### src/common/ubfs_pkg.sv
// Constants, carrier types and register map of the serial rate, flush and status block.
// Operation
// Rate equals F*(256+mantissa)*2^exp/2^28.
// One generator times UART bits and SPI clock.
// Software keeps UART rate at most F/16.
// SPI master with receive at most F/8.
// Transmit-only SPI master may reach F/2.
// External SPI master clock at most F/8.
// Program rate first; changes apply when idle.
// 216/11 gives 115200, 59/8 gives 9600.
// Abort stops transfer and empties all buffers.
// Mid-bit abort: buffers now, timer finishes bit.
// After abort software waits one bit time.
// Unit offers receive and transmit complete requests.
// Transmit request rises when transfer starts.
// DMA triggers fire on the same events.
// Bits 7..5 select mode, receiver, slave.
// Bit 4 framing error, reset 0, write-0 clears.
// Bit 3 parity error, reset 0, write-0 clears.
// Bit 2 received byte waiting, write-0 clears; the code does not set it in SPI master mode.
// Bit 1 last written byte sent, write-0 clears.
// Bit 0 read-only busy while transmitting or receiving.
// Mid-byte select release leaves stale state; abort clears.
// SPI master ignores the slave select input.
// Abort is control bit 7, reads zero.
// Interrupt and DMA events are single-cycle pulses.
// Generator is a phase accumulator ticking on overflow.
package ubfs_pkg;

    // Register indices; the byte address is four times the index.
    localparam logic [7:0]  CSR_IDX   = 8'h86;
    localparam logic [7:0]  DBUF_IDX  = 8'hC1;
    localparam logic [7:0]  BAUD_IDX  = 8'hC2;
    localparam logic [7:0]  UCR_IDX   = 8'hC4;
    localparam logic [7:0]  GCR_IDX   = 8'hC5;
    localparam logic [11:0] CSR_ADDR  = {2'h0, CSR_IDX, 2'h0};
    localparam logic [11:0] DBUF_ADDR = {2'h0, DBUF_IDX, 2'h0};
    localparam logic [11:0] BAUD_ADDR = {2'h0, BAUD_IDX, 2'h0};
    localparam logic [11:0] UCR_ADDR  = {2'h0, UCR_IDX, 2'h0};
    localparam logic [11:0] GCR_ADDR  = {2'h0, GCR_IDX, 2'h0};

    // Control and status field positions.
    localparam int CSR_MODE   = 7;
    localparam int CSR_RXON   = 6;
    localparam int CSR_SLAVE  = 5;
    localparam int CSR_FE     = 4;
    localparam int CSR_PERR   = 3;
    localparam int CSR_RXRDY  = 2;
    localparam int CSR_TXDONE = 1;
    localparam int CSR_BUSY   = 0;
    localparam int UCR_ABORT  = 7;
    localparam int UCR_BIT9   = 4;
    localparam int UCR_SPB    = 2;
    localparam int GCR_EXP_W  = 5;

    // Values after reset.
    localparam logic [2:0] CTL_RST  = 3'h0;
    localparam logic [6:0] UCR_RST  = 7'h02;
    localparam logic [7:0] GCR_RST  = 8'h00;
    localparam logic [7:0] BAUD_RST = 8'h00;

    // Rate generator and byte framing counts.
    localparam logic [8:0] RATE_BASE = 9'h100;
    localparam int         RATE_FRAC = 28;
    localparam logic [3:0] UART_BITS = 4'hA;
    localparam logic [3:0] SPI_BITS  = 4'h8;

    typedef enum logic [1:0] {
        SEQ_IDLE  = 2'b00,
        SEQ_RUN   = 2'b01,
        SEQ_ABORT = 2'b10
    } ubfs_seq_t;

    typedef struct packed {
        logic        hsel;
        logic [11:0] haddr;
        logic [1:0]  htrans;
        logic        hwrite;
        logic [2:0]  hsize;
        logic [31:0] hwdata;
        logic        hready;
    } ubfs_ahb_in_t;

    typedef struct packed {
        logic        hreadyout;
        logic        hresp;
        logic [31:0] hrdata;
    } ubfs_ahb_out_t;

    typedef struct packed {
        logic       active;
        logic       done;
        logic [7:0] data;
        logic       frame_bad;
        logic       parity_bad;
    } ubfs_rx_evt_t;

endpackage

### src/rtl/ubfs_rate_gen.sv
// Phase-accumulator bit-rate generator with rate latched while stopped.
`timescale 1ns/1ps
module ubfs_rate_gen #(
    parameter int MW   = 8,
    parameter int EW   = 5,
    parameter int FRAC = ubfs_pkg::RATE_FRAC
) (
    input  wire logic          clk,
    input  wire logic          rst,
    input  wire logic          ce,
    input  wire logic [MW-1:0] mant,
    input  wire logic [EW-1:0] expo,
    input  wire logic          run,
    output logic               tick
);
    import ubfs_pkg::*;
    localparam int IW = MW + 1 + (2 ** EW) - 1;

    logic [FRAC-1:0] acc_reg, acc_next;
    logic [MW-1:0]   mant_reg, mant_next;
    logic [EW-1:0]   exp_reg, exp_next;
    logic            tick_reg, tick_next;
    logic [IW-1:0]   inc;
    logic [IW:0]     sum;

    always_comb begin
        // Accumulate scaled step.
        // Average tick rate formula.
        inc       = {{(IW - MW - 1){1'b0}}, RATE_BASE + {1'b0, mant_reg}} << exp_reg;
        sum       = {1'b0, {(IW - FRAC){1'b0}}, acc_reg} + {1'b0, inc};
        acc_next  = run ? sum[FRAC-1:0] : '0;
        tick_next = run && (|sum[IW:FRAC]);
        // Rate change deferred.
        mant_next = run ? mant_reg : mant;
        exp_next  = run ? exp_reg : expo;
    end

    always_ff @(posedge clk) begin
        if (rst) begin
            acc_reg  <= '0;
            tick_reg <= 1'b0;
            mant_reg <= '0;
            exp_reg  <= '0;
        end else if (ce) begin
            acc_reg  <= acc_next;
            tick_reg <= tick_next;
            mant_reg <= mant_next;
            exp_reg  <= exp_next;
        end
    end

    assign tick = tick_reg;

    // Cycle distance between ticks, for checking only.
    logic [8:0] gap_reg;
    logic       seen_reg;
    always_ff @(posedge clk) begin
        if (rst) begin
            gap_reg  <= 9'h000;
            seen_reg <= 1'b0;
        end else if (ce) begin
            gap_reg  <= (tick_next || !run) ? 9'h000 : gap_reg + 9'h001;
            seen_reg <= run && (seen_reg || tick_reg);
        end
    end

    rate_115k_a: assert property (@(posedge clk) disable iff (rst)
        tick && !$past(tick) && seen_reg && mant_reg == 8'hD8 && exp_reg == 5'h0B
        |-> $past(gap_reg) inside {[276:277]})
        else $error("tick spacing wrong for 115200 setting");
    rate_f16_a: assert property (@(posedge clk) disable iff (rst)
        ce && tick && mant_reg == 8'h00 && exp_reg == 5'h10 && run
        |=> !tick [*8])
        else $error("F/16 setting ticks too often");
    cover_tick_c: cover property (@(posedge clk) disable iff (rst) run && tick);

endmodule // ubfs_rate_gen

### src/rtl/ubfs_byte_seq.sv
// Bit-duration sequencer that paces one byte and finishes aborts on a bit end.
`timescale 1ns/1ps
module ubfs_byte_seq (
    input  wire logic       clk,
    input  wire logic       rst,
    input  wire logic       ce,
    input  wire logic       start,
    input  wire logic       tick,
    input  wire logic       abort,
    input  wire logic [3:0] nbits,
    output logic            running,
    output logic            done,
    output logic            aborted
);
    import ubfs_pkg::*;

    ubfs_seq_t  state_reg, state_next;
    logic [3:0] cnt_reg, cnt_next;

    always_comb begin
        state_next = state_reg;
        cnt_next   = cnt_reg;
        done       = 1'b0;
        aborted    = 1'b0;
        case (state_reg)
            SEQ_IDLE: begin
                cnt_next = 4'h0;
                if (start) begin
                    state_next = SEQ_RUN;
                end
            end
            SEQ_RUN: begin
                // Abort waits for bit end.
                if (abort && !tick) begin
                    state_next = SEQ_ABORT;
                end else if (abort) begin
                    state_next = SEQ_IDLE;
                    aborted    = 1'b1;
                end else if (tick && cnt_reg == nbits - 4'h1) begin
                    state_next = SEQ_IDLE;
                    done       = 1'b1;
                end else if (tick) begin
                    cnt_next = cnt_reg + 4'h1;
                end
            end
            SEQ_ABORT: begin
                if (tick) begin
                    state_next = SEQ_IDLE;
                    aborted    = 1'b1;
                end
            end
            default: begin
                state_next = SEQ_IDLE;
            end
        endcase
    end

    always_ff @(posedge clk) begin
        if (rst) begin
            state_reg <= SEQ_IDLE;
            cnt_reg   <= 4'h0;
        end else if (ce) begin
            state_reg <= state_next;
            cnt_reg   <= cnt_next;
        end
    end

    assign running = state_reg != SEQ_IDLE;

    abort_hold_a: assert property (@(posedge clk) disable iff (rst)
        ce && state_reg == SEQ_RUN && abort && !tick |=> state_reg == SEQ_ABORT)
        else $error("abort did not wait for bit end");
    abort_end_a: assert property (@(posedge clk) disable iff (rst)
        ce && state_reg == SEQ_ABORT && tick |=> state_reg == SEQ_IDLE)
        else $error("abort did not finish on bit end");
    cover_abort_c: cover property (@(posedge clk) disable iff (rst)
        state_reg == SEQ_ABORT);

endmodule // ubfs_byte_seq

### src/rtl/ubfs_usart_ctrl.sv
// Top of the serial rate, flush and status block with its AHB-Lite register slave.
//
// Design decision made here: register access over AHB-Lite.
`timescale 1ns/1ps
module ubfs_usart_ctrl (
    input  wire logic                    clk,
    input  wire logic                    rst,
    input  wire logic                    ce,
    input  wire ubfs_pkg::ubfs_ahb_in_t  ahb_i,
    output ubfs_pkg::ubfs_ahb_out_t      ahb_o,
    input  wire ubfs_pkg::ubfs_rx_evt_t  rx_evt,
    input  wire logic                    slave_select_in_n,
    output logic                         rate_tick,
    output logic                         tx_load,
    output logic [7:0]                   tx_data,
    output logic                         line_flush,
    output logic [6:0]                   uart_cfg,
    output logic [7:0]                   generic_cfg,
    output logic                         uart_mode,
    output logic                         spi_slave,
    output logic                         rx_complete_irq,
    output logic                         tx_complete_irq,
    output logic                         dma_rx_trig,
    output logic                         dma_tx_trig
);
    import ubfs_pkg::*;

    // ************************************************************
    // State
    // ************************************************************
    ubfs_ahb_out_t ahb_reg, ahb_next;
    logic          wr_pend_reg, wr_pend_next;
    logic [11:0]   wr_addr_reg, wr_addr_next;
    logic [2:0]    ctl_reg, ctl_next;
    logic [4:1]    flag_reg, flag_next;
    logic [6:0]    ucr_reg, ucr_next;
    logic [7:0]    gcr_reg, gcr_next;
    logic [7:0]    baud_reg, baud_next;
    logic [7:0]    hold_reg, hold_next;
    logic          hold_full_reg, hold_full_next;
    logic [7:0]    rx_data_reg, rx_data_next;
    logic          busy_reg, busy_next;
    logic          tx_irq_reg, tx_irq_next;
    logic          rx_irq_reg, rx_irq_next;
    logic          tx_load_reg, tx_load_next;
    logic [7:0]    tx_data_reg, tx_data_next;
    logic          flush_reg, flush_next;

    logic          acc_rd;
    logic          csr_wr;
    logic          dbuf_wr;
    logic          abort_w;
    logic          rd_dbuf;
    logic          is_uart;
    logic          can_tx;
    logic          start;
    logic          rx_take;
    logic          rx_flag_mode;
    logic          gen_run;
    logic [3:0]    nbits;
    logic [7:0]    wd;
    logic [31:0]   rd_mux;
    logic          seq_running;
    logic          seq_done;
    logic          seq_aborted;
    logic          gen_tick;

    // ************************************************************
    // Rate generator and bit sequencer
    // ************************************************************
    // Shared generator for both modes.
    ubfs_rate_gen #(
        .MW   (8),
        .EW   (GCR_EXP_W),
        .FRAC (RATE_FRAC)
    ) u_gen (
        .clk  (clk),
        .rst  (rst),
        .ce   (ce),
        .mant (baud_reg),
        .expo (gcr_reg[GCR_EXP_W-1:0]),
        .run  (gen_run),
        .tick (gen_tick)
    );

    ubfs_byte_seq u_seq (
        .clk     (clk),
        .rst     (rst),
        .ce      (ce),
        .start   (start),
        .tick    (gen_tick),
        .abort   (abort_w),
        .nbits   (nbits),
        .running (seq_running),
        .done    (seq_done),
        .aborted (seq_aborted)
    );

    // ************************************************************
    // Bus decode and read data
    // ************************************************************
    always_comb begin
        acc_rd  = ahb_i.hsel && ahb_i.htrans[1] && ahb_i.hready && !ahb_i.hwrite;
        wd      = ahb_i.hwdata[7:0];
        csr_wr  = wr_pend_reg && wr_addr_reg == CSR_ADDR;
        dbuf_wr = wr_pend_reg && wr_addr_reg == DBUF_ADDR;
        // Abort acts on a written one.
        abort_w = wr_pend_reg && wr_addr_reg == UCR_ADDR && wd[UCR_ABORT];
        rd_dbuf = acc_rd && ahb_i.haddr == DBUF_ADDR;
        case (ahb_i.haddr)
            // Control fields readable.
            CSR_ADDR:  rd_mux = {24'h000000, ctl_reg, flag_reg, busy_reg};
            UCR_ADDR:  rd_mux = {24'h000000, 1'b0, ucr_reg};
            GCR_ADDR:  rd_mux = {24'h000000, gcr_reg};
            BAUD_ADDR: rd_mux = {24'h000000, baud_reg};
            DBUF_ADDR: rd_mux = {24'h000000, rx_data_reg};
            default:   rd_mux = 32'h00000000;
        endcase
        ahb_next.hreadyout = 1'b1;
        ahb_next.hresp     = 1'b0;
        ahb_next.hrdata    = acc_rd ? rd_mux : 32'h00000000;
        wr_pend_next = ahb_i.hsel && ahb_i.htrans[1] && ahb_i.hready && ahb_i.hwrite;
        wr_addr_next = ahb_i.haddr;
    end

    // ************************************************************
    // Transfer control and flags
    // ************************************************************
    always_comb begin
        is_uart      = ctl_reg[CSR_MODE-5];
        can_tx       = is_uart || !ctl_reg[CSR_SLAVE-5];
        nbits        = is_uart ? UART_BITS + {3'h0, ucr_reg[UCR_BIT9]}
                                 + {3'h0, ucr_reg[UCR_SPB]} : SPI_BITS;
        start        = hold_full_reg && !seq_running && can_tx && !abort_w;
        gen_run      = seq_running || (is_uart && ctl_reg[CSR_RXON-5]);
        // Select ignored as master.
        rx_take      = rx_evt.done && !abort_w &&
                       (is_uart ? ctl_reg[CSR_RXON-5]
                                : (!ctl_reg[CSR_SLAVE-5] || !slave_select_in_n));
        rx_flag_mode = is_uart || ctl_reg[CSR_SLAVE-5];

        ctl_next  = csr_wr ? wd[CSR_MODE:CSR_SLAVE] : ctl_reg;
        ucr_next  = (wr_pend_reg && wr_addr_reg == UCR_ADDR) ? wd[6:0] : ucr_reg;
        gcr_next  = (wr_pend_reg && wr_addr_reg == GCR_ADDR) ? wd : gcr_reg;
        baud_next = (wr_pend_reg && wr_addr_reg == BAUD_ADDR) ? wd : baud_reg;

        // Writing zero clears a flag; a same-cycle hardware set wins.
        flag_next = flag_reg;
        if (csr_wr) begin
            flag_next = flag_reg & wd[CSR_FE:CSR_TXDONE];
        end
        if (rd_dbuf) begin
            flag_next[CSR_RXRDY] = 1'b0;
        end
        // Framing error set.
        if (rx_take && is_uart && rx_evt.frame_bad) begin
            flag_next[CSR_FE] = 1'b1;
        end
        // Parity error set.
        if (rx_take && is_uart && rx_evt.parity_bad) begin
            flag_next[CSR_PERR] = 1'b1;
        end
        // Received byte waiting.
        if (rx_take && rx_flag_mode) begin
            flag_next[CSR_RXRDY] = 1'b1;
        end
        // Last byte transmitted.
        if (seq_done && !hold_full_reg) begin
            flag_next[CSR_TXDONE] = 1'b1;
        end

        hold_next      = dbuf_wr ? wd : hold_reg;
        hold_full_next = dbuf_wr || (hold_full_reg && !start);
        rx_data_next   = rx_take ? rx_evt.data : rx_data_reg;
        if (dbuf_wr) begin
            flag_next[CSR_TXDONE] = 1'b0;
        end
        // Abort empties buffers.
        if (abort_w) begin
            hold_full_next       = 1'b0;
            hold_next            = 8'h00;
            rx_data_next         = 8'h00;
            flag_next[CSR_RXRDY] = 1'b0;
        end

        tx_load_next = start;
        tx_data_next = start ? hold_reg : tx_data_reg;
        // Transmit request at start.
        // One-cycle event pulses.
        tx_irq_next  = start;
        rx_irq_next  = rx_take;
        // Abort drops stale line state.
        flush_next   = abort_w;
        // Busy while moving data.
        busy_next    = seq_running || start ||
                       (rx_evt.active && (is_uart ? ctl_reg[CSR_RXON-5]
                                                  : ctl_reg[CSR_SLAVE-5]));
    end

    // ************************************************************
    // Registers
    // ************************************************************
    always_ff @(posedge clk) begin
        if (rst) begin
            ahb_reg       <= '{hreadyout: 1'b1, hresp: 1'b0, hrdata: 32'h00000000};
            wr_pend_reg   <= 1'b0;
            wr_addr_reg   <= 12'h000;
            ctl_reg       <= CTL_RST;
            flag_reg      <= 4'h0;
            ucr_reg       <= UCR_RST;
            gcr_reg       <= GCR_RST;
            baud_reg      <= BAUD_RST;
            hold_reg      <= 8'h00;
            hold_full_reg <= 1'b0;
            rx_data_reg   <= 8'h00;
            busy_reg      <= 1'b0;
            tx_irq_reg    <= 1'b0;
            rx_irq_reg    <= 1'b0;
            tx_load_reg   <= 1'b0;
            tx_data_reg   <= 8'h00;
            flush_reg     <= 1'b0;
        end else if (ce) begin
            ahb_reg       <= ahb_next;
            wr_pend_reg   <= wr_pend_next;
            wr_addr_reg   <= wr_addr_next;
            ctl_reg       <= ctl_next;
            flag_reg      <= flag_next;
            ucr_reg       <= ucr_next;
            gcr_reg       <= gcr_next;
            baud_reg      <= baud_next;
            hold_reg      <= hold_next;
            hold_full_reg <= hold_full_next;
            rx_data_reg   <= rx_data_next;
            busy_reg      <= busy_next;
            tx_irq_reg    <= tx_irq_next;
            rx_irq_reg    <= rx_irq_next;
            tx_load_reg   <= tx_load_next;
            tx_data_reg   <= tx_data_next;
            flush_reg     <= flush_next;
        end
    end

    // ************************************************************
    // Outputs
    // ************************************************************
    // Two request outputs.
    // DMA triggers follow requests.
    assign ahb_o           = ahb_reg;
    assign rate_tick       = gen_tick;
    assign tx_load         = tx_load_reg;
    assign tx_data         = tx_data_reg;
    assign line_flush      = flush_reg;
    assign uart_cfg        = ucr_reg;
    assign generic_cfg     = gcr_reg;
    assign uart_mode       = ctl_reg[CSR_MODE-5];
    assign spi_slave       = ctl_reg[CSR_SLAVE-5];
    assign rx_complete_irq = rx_irq_reg;
    assign tx_complete_irq = tx_irq_reg;
    assign dma_rx_trig     = rx_irq_reg;
    assign dma_tx_trig     = tx_irq_reg;

    // ************************************************************
    // Checks
    // ************************************************************
    abort_clear_a: assert property (@(posedge clk) disable iff (rst)
        ce && abort_w |=> !hold_full_reg && !flag_reg[CSR_RXRDY] && line_flush)
        else $error("abort left data in buffers");
    tx_start_a: assert property (@(posedge clk) disable iff (rst)
        ce && start |=> tx_complete_irq && tx_load && tx_data == $past(hold_reg))
        else $error("transmit request not raised at start");
    irq_pulse_a: assert property (@(posedge clk) disable iff (rst)
        ce && (tx_complete_irq || rx_complete_irq) ##1 ce
        |-> !tx_complete_irq && !rx_complete_irq)
        else $error("event request longer than one cycle");
    dma_pair_a: assert property (@(posedge clk) disable iff (rst)
        dma_tx_trig == tx_complete_irq && dma_rx_trig == rx_complete_irq)
        else $error("DMA trigger differs from request");
    txdone_set_a: assert property (@(posedge clk) disable iff (rst)
        ce && seq_done && !hold_full_reg |=> flag_reg[CSR_TXDONE])
        else $error("transmit done flag not set");
    fe_set_wins_a: assert property (@(posedge clk) disable iff (rst)
        ce && rx_take && is_uart && rx_evt.frame_bad |=> flag_reg[CSR_FE])
        else $error("framing error flag lost");
    busy_a: assert property (@(posedge clk) disable iff (rst)
        ce && seq_running |=> busy_reg)
        else $error("busy low during transfer");
    master_ss_a: assert property (@(posedge clk) disable iff (rst)
        ce && rx_evt.done && !is_uart && !ctl_reg[CSR_SLAVE-5] && !abort_w
        |=> rx_complete_irq)
        else $error("master receive blocked by slave select");

    cover_b2b_c: cover property (@(posedge clk) disable iff (rst)
        tx_load ##[1:400] seq_done ##1 tx_load);
    cover_rx_err_c: cover property (@(posedge clk) disable iff (rst)
        rx_complete_irq && flag_reg[CSR_PERR]);
    cover_abort_c: cover property (@(posedge clk) disable iff (rst)
        seq_running && abort_w);

endmodule // ubfs_usart_ctrl

### config.mk
export PLATFORM = sky130hd
export DESIGN_NAME = ubfs_usart_ctrl
export DESIGN_NICKNAME = d
export VERILOG_FILES = /design/src/common/ubfs_pkg.sv /design/src/rtl/ubfs_rate_gen.sv /design/src/rtl/ubfs_byte_seq.sv /design/src/rtl/ubfs_usart_ctrl.sv
export SDC_FILE = /design/constraint.sdc
export NUM_CORES = 1
export LEC_CHECK = 0
export ABC_AREA = 1
export ABC_CLOCK_PERIOD_IN_PS = 7400
export BUFFER_PORTS_ARGS = -buffer_cell sky130_fd_sc_hd__buf_2
export CAP_MARGIN = 25
export CORE_AREA = 2 2 126 128
export CTS_CLUSTER_SIZE = 28
export DETAILED_ROUTE_END_ITERATION = 8
export DIE_AREA = 0 0 128 130
export HOLD_SLACK_MARGIN = 0.1
export PLACE_DENSITY_LB_ADDON = 0.12
export SYNTH_ARGS = -nofsm -noshare
export SYNTH_HDL_FRONTEND = slang
export SYNTH_HIERARCHICAL = 1
export SYNTH_SLANG_ARGS = --single-unit
### constraint.sdc
create_clock -name clk -period 7.4 [get_ports clk]
set_clock_uncertainty 0.05 [all_clocks]
set_input_delay 0.37 -clock clk [delete_from_list [all_inputs] [get_ports clk]]
set_output_delay 0.37 -clock clk [all_outputs]
set_load 0.01 [all_outputs]
==> impl_metrics.tcl, run 1 <==
set metrics [dict create \
    post_cts_resized 0 \
    grtUsageTotal_pct 30.0 \
    avgSynthCellArea_um2 6.38 \
    max_freq_ghz 0.238 \
    synth_area_um2 8960 \
    cts_buffer_depth 2 \
    status "finished, final reports clean" \
    h-tree-depth 4 \
    worst_pin_slew_ns 0.825 \
    power_mw 1.70 \
    drtPass1Iterations 5 \
    slowest_stage "dfxtp_1" \
    floorplan.initialDensity_pct 58.1 \
    ir_drop_mv 0.142 \
    core_area_um2 15400 \
    hpwlAfterDp_mm 18.4 \
    drc 0 \
    rsz0062_at_grt "false" \
    cts_root_buf "clkbuf_16" \
    setup_tns_ns 0 \
    hp-start "ahb_i[40]" \
    cts_made_buffers 17 \
    whs_path_depth 3 \
    die_area_um2 16600 \
    area_growth_pct 10.7 \
    p_leak_nw 4.75 \
    yosysWarnings 6 \
    io_buffers 79 \
    grt_max_degree 49 \
    die_h_um 130 \
    slew_violations 0 \
    setup.worst_path.end_class "register" \
    power_density_nw_per_um2 172 \
    setup_viol 0 \
    chipWidth_um 128 \
    gp_congestion 0.931 \
    hold_class "in2reg" \
    multiInputGateArea_um2 5480 \
    insertion_delay_ns 0.42 \
    rr_startpoint "u_gen/exp_reg[3]" \
    fin_crit_ns 4.21 \
    reg2regPathDepth 17 \
    syn_inst 1404 \
    overflow 0 \
    boundaryPins 134 \
    antenna_found_initial 0 \
    crit_fanout 23 \
    fp-row-count 46 \
    maxCapViolCount 0 \
    nNetsFinal 1563 \
    crit_arrival_ns 4.45 \
    slowest_delay_ns 0.66 \
    register_area_um2 2560 \
    post_cts_buffers 0 \
    crit_start "u_gen/exp_reg[3]" \
    critPathKind "reg2reg" \
    path_clk_slew_ns 0.06 \
    diodes 0 \
    hold_viol_final 0 \
    fillers 1483 \
    drive_above_1_share_pct 14.5 \
    cts_tree "yes" \
    cts.sinks 128 \
    wire_per_inst_um 14.7 \
    ant_nets 0 \
    via_count 9077 \
    first_iter_violations 694 \
    grt_pass1_vias 8270 \
    crit_top_cell "nand3_1" \
    largest_reg_flops 28 \
    max_slew_margin_pct 44.9 \
    drt-total-wl_mm 24.5 \
    cp.required_ns 7.64 \
    grt_pass1_wl_mm 39.8 \
    hold_buffers 0 \
    crit_chain "inv_1 > o21ai_0 > nor2_1 > ha_1 > a21o_1 > nor2_1 > nand3_1 > nand2_1 > nand3_1 > nand3_1 > nand2_1 > o21ai_1 > nand3_1 > nor2_1 > nand3_1 > nand2_1 > a21oi_2" \
    post_drt_via_cell_ratio 5.45 \
    finalCritPeriodShare_pct 56.9 \
    cp-start-kind "register" \
]
==> placed cells by master (no fill, tap or decap), types with 9 or more instances in the layout <==
cell type  count
nand2_1      360
inv_1        134
nand3_1      115
ha_1          34
nor2_4         9
nand2_2       12
nor2_1       194
buf_2         79
a21oi_1      129
nor3_2        10
dfxtp_1      128
o21ai_0       76
conb_1        28
inv_2         10
nand4_1       11
nand3_2       19
clkbuf_16     17
==> through the flow <==
step	util, %	instances	area (um2)	setup WS (ns)	hold WS [ns]
after floorplan	-	1430	9050	4.39	0.389
after global placement	60.1	1631	9270	3.12	0.405
after detailed placement	60.3	1632	9300	3.08	0.408
after CTS	64.1	1664	9880	3.06	0.132
after global routing	64.3	1665	9910	2.88	0.149
final	64.3	1665	9910	3.19	0.137
==> final timing paths <==
path	endpoint	slack (ns)
worst max-delay path	u_gen/tick	3.19
worst min-delay path	wr_addr_reg[1]	0.14
worst max register to register	u_gen/tick	3.19
worst min register to register	ahb_o[7]	0.42
==> worst max-delay path: cells and delay by family (launching register included) <==
family / cells / cell delay, ns
buffers and inverters: 1 / 0.45
adders and majority gates: 1 / 0.35
DFF: 1 / 0.66
and+or+nand+nor: 11 / 1.60
AOI/OAI and AO/OA: 4 / 0.96
==> cell type report <==
cell class	count	share of cell area [%]
tap	192	2.42
multi-input combinational	1080	55.3
timing repair buffer	84	4.77
inverter	149	5.71
clock inverter	14	1.59
sequential	128	25.9
clock buffer	18	4.33
==> power by group <==
part | total [mW] | internal [mW] | switching [mW]
logic | 0.153 | 0.0426 | 0.111
clock network | 0.837 | 0.501 | 0.336
registers | 0.711 | 0.699 | 0.0119
total | 1.70 | 1.24 | 0.459
==> per-layer routing <==
| layer | up-vias | routed length [um] | global-route usage, % |
|---|---|---|---|
| met5 | - | 0 | 0 |
| met2 | 338 | 11200 | 49.9 |
| met4 | 0 | 956 | 15.5 |
| met3 | 56 | 1540 | 4.84 |
| li1 | 4607 | - | - |
| met1 | 4076 | 10700 | 37.8 |
Power figures use the tool's default switching activity.
==> run 2, diff against run 1 <==
--- a/config.mk
+++ b/config.mk
@@ -5,14 +5,14 @@
 export SDC_FILE = /design/constraint.sdc
 export NUM_CORES = 1
 export LEC_CHECK = 0
-export ABC_AREA = 1
-export ABC_CLOCK_PERIOD_IN_PS = 7400
+export ABC_AREA = 0
+export ABC_CLOCK_PERIOD_IN_PS = 3750
 export BUFFER_PORTS_ARGS = -buffer_cell sky130_fd_sc_hd__buf_2
 export CAP_MARGIN = 25
-export CORE_AREA = 2 2 126 128
+export CORE_AREA = 2 2 131 133
 export CTS_CLUSTER_SIZE = 28
 export DETAILED_ROUTE_END_ITERATION = 8
-export DIE_AREA = 0 0 128 130
+export DIE_AREA = 0 0 133 135
 export HOLD_SLACK_MARGIN = 0.1
 export PLACE_DENSITY_LB_ADDON = 0.12
 export SYNTH_ARGS = -nofsm -noshare
==> constraint.sdc (replaced) <==
create_clock -name clk -period 3.75 [get_ports clk]
set_clock_uncertainty 0.05 [all_clocks]
set_input_delay 0.1875 -clock clk [delete_from_list [all_inputs] [get_ports clk]]
set_output_delay 0.1875 -clock clk [all_outputs]
set_load 0.01 [all_outputs]
==> run 2 against run 1 <==
  * Die area up 7.9%
  * Setup slack worse by 3.2 ns
  * Largest power group unchanged
  * Synthesized area down 6.4%
  * Critical endpoint unchanged
  * Critical path type unchanged
  * Largest cell class unchanged
  * Synthesized cell count down 27%
  * Sequential power up 94%
  * Maximum frequency up 13%
  * Non-clock buffer count up 165
==> impl_metrics.tcl, run 2 <==
set metrics [dict create \
    status "finished, final reports clean" \
    crit_fanout 5 \
    hold_class "in2reg" \
    setup.worst_path.end_class "register" \
    r2r_slack_ns 0.02 \
    power_mw 3.18 \
    rsz0062_at_grt "true" \
    grt_max_degree 63 \
    p_leak_nw 4.71 \
    slowest_stage "or3b_4" \
    rr_startpoint "u_gen/exp_reg[0]" \
    post_drt_via_cell_ratio 5.67 \
    setup_viol 0 \
    first_iter_violations 606 \
    hpwlAfterDp_mm 17.6 \
    fin_util_pct 67.4 \
    h-tree-depth 4 \
    die_area_um2 18000 \
    io_buffers 79 \
    cp.required_ns 4.01 \
    p_clk_share_pct 51.0 \
    cts_buffer_depth 2 \
    ant_nets 0 \
    grt_pass1_vias 7700 \
    sw_frac_of_total_pct 27.1 \
    max_slew_margin_pct 43.4 \
    avgSynthCellArea_um2 8.21 \
    drt-total-wl_mm 24.8 \
    overflow 0 \
    cp-start-kind "register" \
    path_delay_family "compound AO/OA/AOI/OAI gates" \
    finalCritPeriodShare_pct 99.4 \
    insertion_delay_ns 0.43 \
    placed_cell_area_um2 9570 \
    fp-row-count 47 \
    power_density_nw_per_um2 288 \
    boundaryPins 134 \
    area_growth_pct 31.9 \
    chipWidth_um 133 \
    crit_buf_inv 3 \
    critPathKind "reg2reg" \
    grt_pass1_wl_mm 39.0 \
    nNetsFinal 1337 \
    floorplan.initialDensity_pct 51.1 \
    slew_violations 0 \
    cts_root_buf "clkbuf_16" \
    maxCapViolCount 0 \
    slowest_delay_ns 0.38 \
    antenna_found_initial 0 \
    synth_area_um2 8380 \
    drtPass1Iterations 7 \
    cts.sinks 128 \
    crit_arrival_ns 3.99 \
    yosysWarnings 6 \
    core_area_um2 16400 \
    ir_drop_mv 0.369 \
    die_h_um 135 \
    wire_per_inst_um 16.9 \
    fin_crit_ns 3.73 \
    cts_made_buffers 17 \
    crit_start "u_gen/exp_reg[0]" \
    grtUsageTotal_pct 27.2 \
    seqPwrFrac_pct 43.4 \
    drive_above_1_share_pct 28.5 \
    dpl.cell_count 1382 \
    hold_viol_final 0 \
    crit_chain "buf_6 > buf_6 > or3b_4 > o2111a_1 > a31oi_2 > nor2_1 > ha_1 > and4_1 > nand3_2 > or2_1 > o211ai_2 > a21o_1 > a21oi_2 > buf_4 > o31ai_1 > a21o_1 > o211ai_2" \
    gp_congestion 0.890 \
    drc 0 \
    worst_pin_slew_ns 0.844 \
    p_comb_share_pct 5.6 \
    largest_reg_flops 28 \
    path_clk_slew_ns 0.07 \
    switching_power_mw 0.860 \
    max_freq_ghz 0.268 \
    stdcell_area_um2 11100 \
    hp-start "rx_evt[11]" \
    cts_tree "yes" \
    diodes 0 \
    via_count 8314 \
    final_cell_mix "131 x buf_4, 125 x nor2_1, 125 x dfxtp_1, 99 x nand2_1, 79 x buf_2" \
    instances_no_fill 1467 \
    intPower_mw 2.32 \
    syn_inst 1021 \
    final_common_cell "buf_4" \
]
[run 2: layout make-up]
cell class	count	area, um2
flip-flops and latches	128	2570
well taps	220	275
fillers	1339	5350
clock inverters	15	141
multi-input cells	816	5760
clock buffers	17	425
inverters	22	86.3
repair buffers	249	1800
[run 2: worst paths after layout]
kind | end | cells after the start
worst max-delay path | u_gen/tick | 17
worst min-delay path | busy_reg | 3
worst min register to register | u_gen/acc_reg[26] | 2
worst max register to register | u_gen/tick | 17
[run 2: worst reg2reg max path: cells and delay by family, from the launching register on]
family / cells / cell delay [ns]
AO/OA/AOI/OAI: 8 / 1.40
AND/OR/NAND/NOR: 5 / 1.07
buffers and inverters: 3 / 0.38
flip-flops: 1 / 0.37
adder cells (fa/ha/maj): 1 / 0.35
[run 2: layer usage]
layer / track usage (%) / vias up / wire (um)
met5: 0 / - / 0
met1: 33.6 / 3962 / 10800
met3: 5.14 / 50 / 1210
met4: 10.2 / 0 / 641
met2: 47.1 / 245 / 12200
li1: - / 4057 / -
[run 2: per-stage QoR]
stage / setup TNS [ns] / setup WS, ns / hold WS (ns)
floorplan: 0 / 0.0219 / 0.207
global placement: -0.123 / -0.0999 / 0.382
detailed placement: -0.532 / -0.156 / 0.385
CTS: -0.0607 / -0.0607 / 0.103
global route: -0.218 / -0.103 / 0.140
finish: 0 / 0.0215 / 0.106
[run 2: timing repair]
action                                  4_1_cts  5_1_grt
hold buffers                                 31        0
endpoints found under the setup margin        8       14
pin swaps                                     6       49
cloned                                        0        2
endpoints found under the hold margin        56        0
setup buffers                                 4       16
gates resized for setup                      13       79
[run 2: power groups by stage]
stage / Clock [mW] / Sequential [mW] / Combinational [mW]
floorplan: 0 / 1.41 / 0.112
global placement: 0 / 1.41 / 0.149
detailed placement: 0 / 1.41 / 0.150
CTS: 1.63 / 1.38 / 0.174
global route: 1.70 / 1.38 / 0.193
finish: 1.62 / 1.38 / 0.178
